<file path="config.mk">
export PLATFORM = sky130hd
export DESIGN_NAME = hdec_decoder
export DESIGN_NICKNAME = d
export VERILOG_FILES = /design/src/verilog/hdec_pkg.sv /design/src/verilog/hdec_decoder.sv
export SDC_FILE = /design/constraint.sdc
export NUM_CORES = 2
export LEC_CHECK = 0
export BUFFER_PORTS_ARGS = -buffer_cell sky130_fd_sc_hd__buf_2
export CORE_UTILIZATION = 60
export CTS_CLUSTER_SIZE = 12
export DETAILED_ROUTE_END_ITERATION = 6
export HOLD_SLACK_MARGIN = 0.06
export PLACE_DENSITY_LB_ADDON = 0.12
export SETUP_SLACK_MARGIN = 0.4
export SLEW_MARGIN = 10
export SYNTH_ARGS = -nofsm -noshare
export SYNTH_HDL_FRONTEND = slang
export SYNTH_SLANG_ARGS = --single-unit
</file>
<file path="constraint.sdc">
create_clock -name i_core_clk -period 11 [get_ports i_core_clk]
set_clock_uncertainty 0.1 [all_clocks]
set_input_delay 0.55 -clock i_core_clk [delete_from_list [all_inputs] [get_ports i_core_clk]]
set_output_delay 0.55 -clock i_core_clk [all_outputs]
set_load 0.05 [all_outputs]
</file>
<file path="src/verilog/hdec_pkg.sv">
package hdec_pkg;

  // ----------------------------------------
  // Register map and field positions
  // ----------------------------------------
  localparam logic [7:0] ANALOG_DECODER_FORMAT_SELECT_OFS = 8'h3b;
  localparam int         FORMAT_THREE_PHASE_BIT           = 0;
  localparam int         HALL_CENTER_SAMPLE_BIT           = 4;

  // ----------------------------------------
  // Timing
  // ----------------------------------------
  localparam int CLK_PERIOD_NS   = 25;
  localparam int MASK_STEP_NS    = 10;
  localparam int BLANK_STEP_NS   = 10;
  localparam int BLANK_MAX_NS    = 4095;
  localparam int FILTER_STEP_US  = 5;
  // Least time, so round up
  localparam int FILTER_STEP_CYC =
    (FILTER_STEP_US * 1000 + CLK_PERIOD_NS - 1) / CLK_PERIOD_NS;
  localparam int INTERP_MIN_RPM  = 60;

  // ----------------------------------------
  // Angles and arithmetic
  // ----------------------------------------
  localparam logic [15:0]        SECTOR_ANGLE  = 16'h2aab;
  localparam logic [15:0]        HALF_TURN     = 16'h8000;
  localparam logic signed [17:0] INV_SQRT3_Q16 = 18'sh093cd;
  localparam logic [4:0]         CORDIC_LAST   = 5'h0f;
  localparam logic [5:0]         DIV_LAST      = 6'h1f;

  // ----------------------------------------
  // Enumerations
  // ----------------------------------------
  typedef enum logic [1:0] {
    PHI_SRC_HALL   = 2'h0,
    PHI_SRC_ANALOG = 2'h1,
    PHI_SRC_EXT    = 2'h2,
    PHI_SRC_QUAD   = 2'h3
  } hdec_phi_src_t;

  typedef enum logic [1:0] {
    AN_IDLE = 2'b00,
    AN_ROT  = 2'b01,
    AN_DIV  = 2'b11,
    AN_DONE = 2'b10
  } hdec_an_state_t;

endpackage

</file>
<file path="src/verilog/hdec_decoder.sv">
`timescale 1ns/100ps
module hdec_decoder
  import hdec_pkg::*;
(
  // Clock and reset
  input  wire logic                     i_core_clk,
  input  wire logic                     i_resetn,
  // Hall pins and power stage events
  input  wire logic                     i_sensor_line_one,
  input  wire logic                     i_sensor_line_two,
  input  wire logic                     i_sensor_line_three,
  input  wire logic                     i_pwm_switch_event,
  input  wire logic                     i_pwm_center,
  // Hall configuration
  input  wire logic [7:0]               i_hall_mode,
  input  wire logic [11:0]              i_hall_masking,
  input  wire logic [7:0]               i_sensor_stable_time,
  input  wire logic [11:0]              i_hall_blank,
  input  wire logic [5:0][15:0]         i_hall_state_angle,
  input  wire logic [15:0]              i_hall_phi_e_offset,
  input  wire logic                     i_hall_interp_en,
  input  wire logic signed [31:0]       i_velocity_rpm,
  // Analog encoder
  input  wire logic [2:0][15:0]         i_analog_track_raw,
  input  wire logic [2:0][15:0]         i_analog_track_offset,
  input  wire logic [2:0][15:0]         i_analog_track_gain,
  input  wire logic [15:0]              i_analog_index_raw,
  input  wire logic [31:0]              i_analog_decoder_format_select,
  input  wire logic [15:0]              i_analog_periods_per_rev,
  input  wire logic [7:0]               i_pole_pairs,
  // Selector, external position, multi-turn
  input  wire logic [1:0]               i_phi_e_select,
  input  wire logic [15:0]              i_ext_position,
  input  wire logic                     i_ext_position_wr,
  input  wire logic [31:0]              i_multi_turn_value,
  input  wire logic                     i_multi_turn_wr,
  // Quadrature encoder initialisation
  input  wire logic [15:0]              i_quad_phi_e_raw,
  input  wire logic                     i_quad_index,
  input  wire logic                     i_hall_ident_en,
  input  wire logic [15:0]              i_quad_offset,
  input  wire logic                     i_quad_offset_wr,
  // Hall results
  output logic [2:0]                    o_hall_state,
  output logic [15:0]                   o_hall_phi_e_raw,
  output logic [15:0]                   o_hall_phi_e,
  // Analog results
  output logic [2:0][15:0]              o_analog_track_value,
  output logic [15:0]                   o_analog_in_period_angle,
  output logic [15:0]                   o_analog_electrical_angle,
  output logic [15:0]                   o_analog_mechanical_angle,
  output logic [15:0]                   o_analog_index_raw,
  // Commutation and initialisation
  output logic [15:0]                   o_phi_e,
  output logic [31:0]                   o_multi_turn,
  output logic [15:0]                   o_quad_offset,
  output logic                          o_quad_offset_valid,
  output logic                          o_quad_ready
);

  // ----------------------------------------
  // State
  // ----------------------------------------
  typedef struct packed {
    logic [2:0]       s1, s2, s3;
    logic [2:0]       hsync, hmask, hsamp, hcand, hfilt, hstate;
    logic [15:0]      mask_ns;
    logic [15:0]      filt_cnt;
    logic [12:0]      blank_ns;
    logic [23:0]      int_cnt, int_per;
    logic [24:0]      frac;
    logic [15:0]      interp, hall_raw, hall_phi;
    logic [2:0][15:0] trk;
    logic signed [19:0] cx, cy; // Signed so the shifts stay arithmetic
    logic [15:0]      cz;
    logic [4:0]       it;
    hdec_an_state_t   an;
    logic [15:0]      phi_a, period, phi_m, phi_ea;
    logic [16:0]      rem;
    logic [31:0]      quo;
    logic [5:0]       dcnt;
    logic [15:0]      aidx, ext_pos, phi_e, qoff;
    logic [31:0]      mturn;
    logic             qvalid, qready, armed, ident_q;
  } hdec_state_t;

  hdec_state_t st_q, st_d;

  // Arctangent of 2^-i, full turn is 65536
  function automatic logic [15:0] atan_lut(input logic [4:0] i);
    case (i)
      5'h00: atan_lut = 16'h2000;
      5'h01: atan_lut = 16'h12e4;
      5'h02: atan_lut = 16'h09fb;
      5'h03: atan_lut = 16'h0511;
      5'h04: atan_lut = 16'h028b;
      5'h05: atan_lut = 16'h0146;
      5'h06: atan_lut = 16'h00a3;
      5'h07: atan_lut = 16'h0051;
      5'h08: atan_lut = 16'h0029;
      5'h09: atan_lut = 16'h0014;
      5'h0a: atan_lut = 16'h000a;
      5'h0b: atan_lut = 16'h0005;
      5'h0c: atan_lut = 16'h0003;
      5'h0d: atan_lut = 16'h0001;
      5'h0e: atan_lut = 16'h0001;
      default: atan_lut = 16'h0000;
    endcase
  endfunction

  // Saturate a Q8.8 product back to 16 bits
  function automatic logic [15:0] sat16(input logic signed [32:0] p);
    logic signed [24:0] s;
    s = p[32:8];
    if (s > 25'sh0007fff)       sat16 = 16'h7fff;
    else if (s < -25'sh0008000) sat16 = 16'h8000;
    else                        sat16 = s[15:0];
  endfunction

  // ----------------------------------------
  // Helper terms
  // ----------------------------------------
  logic [15:0]        filt_lim;
  logic [31:0]        blank_prod;
  logic [31:0]        vel_abs;
  logic               interp_on;
  logic [2:0]         sel_idx;
  logic [15:0]        sel_angle;
  logic               hall_chg;
  logic signed [16:0] beta_d;
  logic signed [35:0] beta_p;

  assign filt_lim   = 16'(i_sensor_stable_time * FILTER_STEP_CYC);
  assign blank_prod = 32'(i_hall_blank * BLANK_STEP_NS);
  assign vel_abs    = i_velocity_rpm[31] ? 32'(-i_velocity_rpm)
                                         : 32'(i_velocity_rpm);
  // Low speed disables interpolation so a motor at rest sits still
  assign interp_on  = i_hall_interp_en &&
                      (vel_abs > 32'(INTERP_MIN_RPM));
  assign beta_d     = $signed({st_q.trk[1][15], st_q.trk[1]}) -
                      $signed({st_q.trk[2][15], st_q.trk[2]});
  assign beta_p     = beta_d * INV_SQRT3_Q16;

  // ----------------------------------------
  // Next state
  // ----------------------------------------
  always_comb begin
    logic signed [16:0] sum;
    logic signed [19:0] x0, y0;
    logic [16:0]        rn;
    st_d = st_q;
    sum  = '0;
    x0   = '0;
    y0   = '0;
    rn   = '0;
    hall_chg = 1'b0;

    // Three-stage pin chain, a change counts when the last two stages agree
    st_d.s1 = {i_sensor_line_three, i_sensor_line_two, i_sensor_line_one};
    st_d.s2 = st_q.s1;
    st_d.s3 = st_q.s2;
    if (st_q.s2 == st_q.s3) begin
      st_d.hsync = st_q.s3;
    end

    // Freeze on switching events, counted in ns to keep 10 ns steps exact
    if (i_pwm_switch_event) begin
      st_d.mask_ns = 16'(i_hall_masking * MASK_STEP_NS);
    end else if (st_q.mask_ns > 16'(CLK_PERIOD_NS)) begin
      st_d.mask_ns = st_q.mask_ns - 16'(CLK_PERIOD_NS);
    end else begin
      st_d.mask_ns = '0;
    end
    if (!i_pwm_switch_event && st_q.mask_ns == '0) begin
      st_d.hmask = st_q.hsync;
    end

    // Centre sampling trades latency for PWM noise immunity
    if (!i_hall_mode[HALL_CENTER_SAMPLE_BIT] || i_pwm_center) begin
      st_d.hsamp = st_q.hmask;
    end

    // Stability filter
    if (st_q.hsamp != st_q.hcand) begin
      st_d.hcand    = st_q.hsamp;
      st_d.filt_cnt = '0;
    end else if (st_q.filt_cnt < filt_lim) begin
      st_d.filt_cnt = st_q.filt_cnt + 16'h0001;
    end else begin
      st_d.hfilt = st_q.hcand;
    end

    // Blanking after each accepted change; codes 0 and 7 never accepted
    if (st_q.blank_ns > 13'(CLK_PERIOD_NS)) begin
      st_d.blank_ns = st_q.blank_ns - 13'(CLK_PERIOD_NS);
    end else begin
      st_d.blank_ns = '0;
    end
    if (st_q.blank_ns == '0 && st_q.hfilt != st_q.hstate &&
        st_q.hfilt != 3'h0 && st_q.hfilt != 3'h7) begin
      hall_chg      = 1'b1;
      st_d.hstate   = st_q.hfilt;
      st_d.blank_ns = (blank_prod > 32'(BLANK_MAX_NS)) ?
                      13'(BLANK_MAX_NS) : 13'(blank_prod);
    end

    // Sector timing and interim interpolation
    if (hall_chg) begin
      st_d.int_per = st_q.int_cnt;
      st_d.int_cnt = '0;
      st_d.frac    = '0;
      st_d.interp  = '0;
    end else begin
      if (st_q.int_cnt != '1) begin
        st_d.int_cnt = st_q.int_cnt + 24'h000001;
      end
      st_d.frac = st_q.frac + {9'h000, SECTOR_ANGLE};
      if (st_q.frac >= {1'b0, st_q.int_per} && st_q.int_per != '0 &&
          st_q.interp < SECTOR_ANGLE - 16'h0001) begin
        st_d.frac   = st_q.frac - {1'b0, st_q.int_per};
        st_d.interp = st_q.interp + 16'h0001;
      end
    end
    // Angle lookup follows the state chosen this cycle
    sel_idx   = (st_d.hstate == 3'h0) ? 3'h0 : st_d.hstate - 3'h1;
    sel_angle = i_hall_state_angle[sel_idx];
    if (interp_on) begin
      st_d.hall_raw = i_velocity_rpm[31] ? sel_angle - st_d.interp
                                         : sel_angle + st_d.interp;
    end else begin
      st_d.hall_raw = sel_angle;
    end
    st_d.hall_phi = st_d.hall_raw + i_hall_phi_e_offset;

    // Offset correction and gain per channel
    for (int c = 0; c < 3; c++) begin
      sum = $signed({i_analog_track_raw[c][15], i_analog_track_raw[c]}) +
            $signed({i_analog_track_offset[c][15], i_analog_track_offset[c]});
      st_d.trk[c] = sat16(sum * $signed(i_analog_track_gain[c]));
    end
    st_d.aidx = i_analog_index_raw;

    // Serial arctangent then period count and mechanical angle
    unique case (st_q.an)
      AN_IDLE: begin
        if (i_analog_decoder_format_select[FORMAT_THREE_PHASE_BIT]) begin
          x0 = 20'($signed(st_q.trk[0]));
          y0 = 20'($signed(beta_p[31:16]));
        end else begin
          x0 = 20'($signed(st_q.trk[1]));
          y0 = 20'($signed(st_q.trk[0]));
        end
        st_d.cx = x0[19] ? -x0 : x0;
        st_d.cy = x0[19] ? -y0 : y0;
        st_d.cz = x0[19] ? HALF_TURN : 16'h0000;
        st_d.it = '0;
        st_d.an = AN_ROT;
      end
      AN_ROT: begin
        if (st_q.cy[19]) begin
          st_d.cx = st_q.cx - ($signed(st_q.cy) >>> st_q.it);
          st_d.cy = st_q.cy + ($signed(st_q.cx) >>> st_q.it);
          st_d.cz = st_q.cz - atan_lut(st_q.it);
        end else begin
          st_d.cx = st_q.cx + ($signed(st_q.cy) >>> st_q.it);
          st_d.cy = st_q.cy - ($signed(st_q.cx) >>> st_q.it);
          st_d.cz = st_q.cz + atan_lut(st_q.it);
        end
        st_d.it = st_q.it + 5'h01;
        if (st_q.it == CORDIC_LAST) begin
          st_d.phi_a = st_d.cz;
          if (st_q.phi_a[15:14] == 2'b11 && st_d.cz[15:14] == 2'b00) begin
            st_d.period = (st_q.period + 16'h0001 >= i_analog_periods_per_rev)
                          ? 16'h0000 : st_q.period + 16'h0001;
          end else if (st_q.phi_a[15:14] == 2'b00 &&
                       st_d.cz[15:14] == 2'b11) begin
            st_d.period = (st_q.period == 16'h0000)
                          ? i_analog_periods_per_rev - 16'h0001
                          : st_q.period - 16'h0001;
          end
          st_d.quo  = {st_d.period, st_d.cz};
          st_d.rem  = '0;
          st_d.dcnt = '0;
          st_d.an   = AN_DIV;
        end
      end
      AN_DIV: begin
        rn = {st_q.rem[15:0], st_q.quo[31]};
        if (rn >= {1'b0, i_analog_periods_per_rev}) begin
          st_d.rem = rn - {1'b0, i_analog_periods_per_rev};
          st_d.quo = {st_q.quo[30:0], 1'b1};
        end else begin
          st_d.rem = rn;
          st_d.quo = {st_q.quo[30:0], 1'b0};
        end
        st_d.dcnt = st_q.dcnt + 6'h01;
        if (st_q.dcnt == DIV_LAST) begin
          st_d.an = AN_DONE;
        end
      end
      AN_DONE: begin
        st_d.phi_m  = st_q.quo[15:0];
        st_d.phi_ea = 16'(st_q.quo[15:0] * i_pole_pairs);
        st_d.an     = AN_IDLE;
      end
    endcase

    // External position written by the host
    if (i_ext_position_wr) begin
      st_d.ext_pos = i_ext_position;
    end

    // Offset identification, armed on each rising enable
    st_d.ident_q = i_hall_ident_en;
    if (!i_hall_ident_en) begin
      st_d.armed = 1'b0;
    end else if (!st_q.ident_q) begin
      st_d.armed = 1'b1;
    end
    if (i_quad_offset_wr) begin
      st_d.qoff   = i_quad_offset;
      st_d.qvalid = 1'b1;
    end else if (st_q.armed && i_hall_ident_en && hall_chg) begin
      st_d.qoff   = st_d.hall_phi - i_quad_phi_e_raw;
      st_d.qvalid = 1'b1;
      st_d.armed  = 1'b0;
    end
    if (i_quad_index && st_q.qvalid) begin
      st_d.qready = 1'b1;
    end

    // Commutation source; secondary encoder deliberately absent
    unique case (hdec_phi_src_t'(i_phi_e_select))
      PHI_SRC_HALL:   st_d.phi_e = st_q.hall_phi;
      PHI_SRC_ANALOG: st_d.phi_e = st_q.phi_ea;
      PHI_SRC_EXT:    st_d.phi_e = st_q.ext_pos;
      PHI_SRC_QUAD: begin
        if (st_q.qready) begin
          st_d.phi_e = i_quad_phi_e_raw + st_q.qoff;
        end
      end
    endcase

    // Multi-turn follows angle steps, wrap taken as signed delta
    if (i_multi_turn_wr) begin
      st_d.mturn = i_multi_turn_value;
    end else begin
      st_d.mturn = st_q.mturn +
                   32'($signed(st_d.phi_e - st_q.phi_e));
    end
  end

  // ----------------------------------------
  // Registers
  // ----------------------------------------
  always_ff @(posedge i_core_clk) begin
    if (!i_resetn) begin
      st_q <= '0;
    end else begin
      st_q <= st_d;
    end
  end

  // Outputs straight from the state
  assign o_hall_state              = st_q.hstate;
  assign o_hall_phi_e_raw          = st_q.hall_raw;
  assign o_hall_phi_e              = st_q.hall_phi;
  assign o_analog_track_value      = st_q.trk;
  assign o_analog_in_period_angle  = st_q.phi_a;
  assign o_analog_electrical_angle = st_q.phi_ea;
  assign o_analog_mechanical_angle = st_q.phi_m;
  assign o_analog_index_raw        = st_q.aidx;
  assign o_phi_e                   = st_q.phi_e;
  assign o_multi_turn              = st_q.mturn;
  assign o_quad_offset             = st_q.qoff;
  assign o_quad_offset_valid       = st_q.qvalid;
  assign o_quad_ready              = st_q.qready;

  // ----------------------------------------
  // Assertions
  // ----------------------------------------
  logic [15:0] sel_angle_q;
  always_ff @(posedge i_core_clk) begin
    sel_angle_q <= sel_angle;
  end
endmodule

</file>
== Yosys cells after proc, flatten, opt, wreduce, memory -nomap -nowiden ==
Memories as Yosys holds them, arrays and structs flattened. A register that Yosys moved wholly into a read port is not among the register bits.
Index checks and enable logic that the tools add are counted.

* Flip-flop bits (word level): 522
* Latch bits: 0
* RAM bits: 0
* Memory bits (read-only): 448
* Memories kept: 2

* Add/subtract/negate cells: 34
* Multiply operators: 8
* Div/mod/pow operators: 0
* Order comparisons: 16
* Eq/ne operators: 17
* Shift-type cells: 2
* Muxes and demuxes: 62
* Bitwise operators: 4
* Reduce and logical (&&, ||, !) cells: 38

{| class="wikitable"
|+ Memories
! memory !! depth !! bits a word !! read ports !! clocked after Yosys merged registers in !! wr ports !! line !! text
|-
| (name not given) || 16 || 14 || 1 || 1 || 0 || hdec_decoder.sv:91 || <nowiki>case (i)</nowiki>
|-
| (name not given) || 16 || 14 || 1 || 1 || 0 || hdec_decoder.sv:91 ||
|}

{| class="wikitable"
|+ Operators by type and width
! cell !! number
|-
| 16-bit 2-to-1 mux || 23
|-
| 61-bit case mux with 2 select lines || 1
|-
| 20-bit 2-to-1 mux || 6
|-
| 56-bit 2-to-1 mux || 2
|-
| 54-bit case mux with 2 select lines || 1
|-
| 17-bit by 16-bit multiplier with 33-bit output || 3
|-
| 16-bit subtractor || 5
|-
| 25-bit by 16-bit > comparator with 1-bit output, second input constant || 3
|-
| 25-bit by 16-bit < comparator with 1-bit output, second input constant || 3
|-
| 16-bit adder || 4
|-
| 32-bit 2-to-1 mux || 2
|-
| 16-bit case mux with 4 select lines || 1
|-
| 54-bit 2-to-1 mux || 1
|-
| 16-bit by 16-bit adder with 17-bit output || 3
|-
| 16-bit by 1-bit adder with 16-bit output, second input constant || 3
|-
| 16-bit binary-select mux with 3-bit select || 1
|-
| 48-bit 2-to-1 mux || 1
|-
| 15-bit 2-to-1 mux || 3
|-
| 41-bit 2-to-1 mux || 1
|-
| 20-bit adder || 2
|-
| 20-bit negator || 2
|-
| 20-bit by 5-bit >>> shifter with 20-bit output || 2
|-
| 20-bit subtractor || 2
|-
| 13-bit 2-to-1 mux || 3
|-
| other kinds (55) || 103
|}

== Depth between registers and ports, before layout ==
* Depth in word-level cells: 16
* Depth in mapped cells: 44
* Mapped depth without buffers: 42

== Worst setup path before layout ==
Ideal clock, no wire load.

* Kind: input-to-reg
* Start point: input port i_analog_track_raw[32] in the netlist's numbering
* End point: register st_q (netlist bit o_analog_track_value[34])
* Arrival time: 9.727 ns
* Data required time: 10.826 ns
* Path slack: 1.099 ns
* Cell stages on the path: 39
* Path buffers: 3
* Path through: ha_1 > inv_1 > fa_1 > nor2b_1 > o21ai_0 > a21boi_0 > o21ai_0 > a21boi_0 > o21ai_0 > a21boi_0 > o21ai_0 > a21boi_0 > o21ai_0 > a21boi_0 > o2111a_1 > a21oi_1 > clkbuf_1 > clkbuf_1 > (+3 left out) > inv_1 > fa_1 > fa_1 > fa_1 > inv_1 > fa_1 > inv_1 > ha_1 > a21o_1 > a21o_1 > a211o_1 > o311ai_1 > a31oi_1 > a211o_1 > or3_1 > a41o_1 > clkbuf_1 > o21ai_0

* Cells in the longest elaborated chain, start to end: 5

{| class="wikitable"
|+ RTL lines
! item !! line !! text
|-
| start, declared || hdec_decoder.sv:24 || <nowiki>input wire logic [2:0][15:0] i_analog_track_raw,</nowiki>
|-
| 16-bit by 16-bit adder with 17-bit output (*) || hdec_decoder.sv:237 || <nowiki>sum = $signed({i_analog_track_raw[c][15], i_analog_track_raw[c]}) +</nowiki>
|-
| 17-bit by 16-bit multiplier with 33-bit output (*) || hdec_decoder.sv:239 || <nowiki>st_d.trk[c] = sat16(sum * $signed(i_analog_track_gain[c]));</nowiki>
|-
| 25-bit by 16-bit < comparator with 1-bit output || hdec_decoder.sv:116 || <nowiki>else if (s < -25'sh0008000) sat16 = 16'h8000;</nowiki>
|-
| 16-bit 2-to-1 mux || hdec_decoder.sv:116 ||
|-
| 15-bit 2-to-1 mux (*) || hdec_decoder.sv:115 || <nowiki>if (s > 25'sh0007fff) sat16 = 16'h7fff;</nowiki>
|-
| end signal, assigned || hdec_decoder.sv:360 || <nowiki>st_q <= st_d;</nowiki>
|-
| end, declared || hdec_decoder.sv:87 || <nowiki>hdec_state_t st_q, st_d;</nowiki>
|}

Mark *: on every way between the ends. The rest lies on a longest branch, timed or not.
A chain may end at the register's enable or synchronous reset.

==> results.sh <==
export IMPL_status="completed"
export IMPL_path_common_cell="o21ai_0"
export IMPL_r2r_slack_ns=0.82
export IMPL_async_flop_share_pct=0
export IMPL_r2r_cells=34
export IMPL_grt_setup_unrepaired="no"
export IMPL_relSlewSlack_pct=16.1
export IMPL_ys_seq_elements=536
export IMPL_crit_type="reg -> reg"
export IMPL_critical_path_buf_inv_count=1
export IMPL_synth_area_leaders="fa_1, dfxtp_1, ha_1, inv_1, nand2_1"
export IMPL_grt_max_degree=130
export IMPL_clkLatencyLatePin_ns=0.68
export IMPL_rows=136
export IMPL_path_clk_slew_ns=0.06
export IMPL_syn2layout_area_growth_pct=7.20
export IMPL_hold_violations=0
export IMPL_layout_commonest_cell="inv_1"
export IMPL_crit_end="o_quad_offset[15]$_SDFFE_PN0P_"
export IMPL_yosys_area_share_adder_pct=35.8
export IMPL_crit_cells=34
export IMPL_critPathCaptureType="register"
export IMPL_cts_buffer_depth=3
export IMPL_cp_startpoint="st_q[460]$_SDFF_PN0_"
export IMPL_grtUsageTotal_pct=33.3
export IMPL_fp_dieArea_um2=141000
export IMPL_wire_per_inst_um=19.1
export IMPL_totalWireLength_mm=235
export IMPL_die_y_um=376
export IMPL_critPathLaunchType="register"
export IMPL_ios=708
export IMPL_arrival_ns=10.70
export IMPL_cts_tree="built"
export IMPL_cp_slowest_cell="o21ai_0"
export IMPL_yosys_area_share_simple_pct=18.4
export IMPL_maxCapViolCount=0
export IMPL_syn_area_per_cell_um2=8.23
export IMPL_drive_gt1_share_pct=9.92
export IMPL_max_freq_mhz=98.2
export IMPL_synth_top_area_share_pct=24.1
export IMPL_drtPass1Iterations=6
export IMPL_final_nets=12682
export IMPL_synth_compound_area_share_pct=13.0
export IMPL_initial_core_util_pct=60.7
export IMPL_num_vias=71049
export IMPL_hp_start="i_quad_offset[14]"
export IMPL_yosysTopAreaCell="fa_1"
export IMPL_tightest_slew_ns=1.26
export IMPL_syn_inst=10176
export IMPL_port_buffers=669
export IMPL_register_area_um2=10700
export IMPL_r2r_start="st_q[460]$_SDFF_PN0_"
export IMPL_yosysUniqueCellTypes=93
export IMPL_yosysWarnings=0
export IMPL_critPathTopFamily="compound AO/OA/AOI/OAI gates"
export IMPL_layout_cells_non_filler=12309
export IMPL_clkSinkCount=536
export IMPL_dp_cells=12126
export IMPL_drv_slew=0
export IMPL_synthFlopType="dfxtp_1"
export IMPL_cts_made_buffers=60
export IMPL_clockRootBuffer="clkbuf_16"
export IMPL_vias_per_cell=5.77
export IMPL_hold_path_class="in -> reg"
export IMPL_fin_crit_sh_pct=92.6
export IMPL_multi_input_area_um2=64100
export IMPL_crit_fanout=31
export IMPL_route_detailed_drc=0
export IMPL_synth_xor_area_share_pct=5.77
export IMPL_hpwl_mm=191
export IMPL_setup_viol=0
export IMPL_period_needed_ns=10.18
export IMPL_synth_seq_area_share_pct=12.8
export IMPL_synth_fp_nets=12462
export IMPL_r2r_end="o_quad_offset[15]$_SDFFE_PN0P_"
export IMPL_antenna_left=0
export IMPL_max_stage_delay_ns=0.73
export IMPL_synth_edf_count=0
export IMPL_layout_common_cells="inv_1, fa_1, nand2_1"
export IMPL_antenna_found_initial=9
export IMPL_netlist_area_um2=83700
export IMPL_grt_pass1_vias=71359
export IMPL_synthMuxAreaShare_pct=3.33
export IMPL_critical_path_required_ns=11.51
export IMPL_first_iter_violations=4830
export IMPL_num_fill_cells=11899
export IMPL_die_x_um=376
export IMPL_core_area_um2=138000
export IMPL_gr_total_overflow=0
export IMPL_cts_htree_levels=2
export IMPL_grt_pass1_wl_mm=377
export IMPL_globalplace_congestion=0.961
export IMPL_final_setup_tns_ns=0
export IMPL_synth_top_family_by_area="adder cells"
cell type report:
type	count	area share (%)
Inverter	1520	6.37
Antenna cell	6	0.0167
Clock inverter	22	0.269
Clock buffer	84	1.96
Timing Repair Buffer	846	5.44
Multi-Input combinational cell	7432	71.4
Sequential cell	536	12.0
Tap cell	1863	2.60
stage by stage:
step,hold WS [ns],setup slack [ns],util [%],cell area (um2)
floorplan,0.312,1.10,-,83700
global placement,0.328,0.545,63.0,87000
detailed placement,0.330,0.256,63.0,87000
CTS,0.0632,0.772,65.0,89700
global route,0.0827,0.405,65.0,89700
finish,0.0937,0.815,65.0,89700
worst reg2reg max path: cells and delay by family (launching register included):
kind	cells	cell delay (ns)
AND/OR/NAND/NOR	7	2.28
buffers and inverters	1	0.45
multiplexers	2	0.49
adder cells (fa/ha/maj)	4	1.46
flip-flops	1	0.34
XOR/XNOR	4	0.96
AO/OA/AOI/OAI	16	4.08
repair_timing:
item                                    4_1_cts  5_1_grt
resized for setup                             0       12
endpoints found under the hold margin        70        0
buffers inserted                              0        1
hold buffers                                 70        0
endpoints found under the setup margin        0       46
registers in the layout, summed over array words and instances (netlist names), 3 cells and up, named ones only:
name	flops
o_analog_electrical_angle	16
o_analog_in_period_angle	16
o_analog_index_raw	16
o_analog_mechanical_angle	16
o_analog_track_value	48
o_hall_phi_e	16
o_hall_phi_e_raw	16
o_hall_state	3
o_multi_turn	32
o_phi_e	16
o_quad_offset	16
st_d	6
st_q	303
per-layer routing:
layer,global-route usage (%),part of all wire (%),vias up,wire length [um]
met1,43.5,42,34725,99700
li1,-,-,33474,-
met3,4.52,6.7,385,15800
met5,0,0.0055,-,13
met2,56.2,47,2463,111000
met4,12.1,3.9,2,9210
logic make-up after synthesis:
kind of cell / count (synthesis)
buffers and inverters: 2208
multiplexers: 222
AO/OA/AOI/OAI: 1704
AND/OR/NAND/NOR: 3168
adder cells (fa/ha/maj): 1791
flip-flops: 536
XOR/XNOR: 547
worst min-delay path by stage:
stage | end | slack (ns) | cells after the start
global placement | st_d[515]$_SDFF_PN0_ | 0.33 | 1
detailed placement | st_d[514]$_SDFF_PN0_ | 0.33 | 1
global route | o_quad_offset[14]$_SDFFE_PN0P_ | 0.08 | 2
floorplan | st_d[514]$_SDFF_PN0_ | 0.31 | 1
CTS | o_multi_turn[0]$_SDFF_PN0_ | 0.06 | 3
finish | o_quad_offset[14]$_SDFFE_PN0P_ | 0.09 | 2
cell usage after synthesis, drive strengths merged, types with 50 or more instances:
master  count
inv      1517
a22oi      50
dfxtp     536
nand2     962
nand4      54
a31oi      71
mux2i     148
o21ai     330
a211oi     67
or3        61
o21a       57
xor2      213
nor2b     124
and2      494
buf       263
a21o      161
xnor2     331
nor3      127
a21oi     544
and3       59
nand3     267
ha        785
clkbuf    425
nor2      749
o21bai     51
fa       1006
nand2b     70
Power is left out: the tool's default activity adds up to more than one toggle a clock period on the data nets, which glitch-free logic cannot reach.
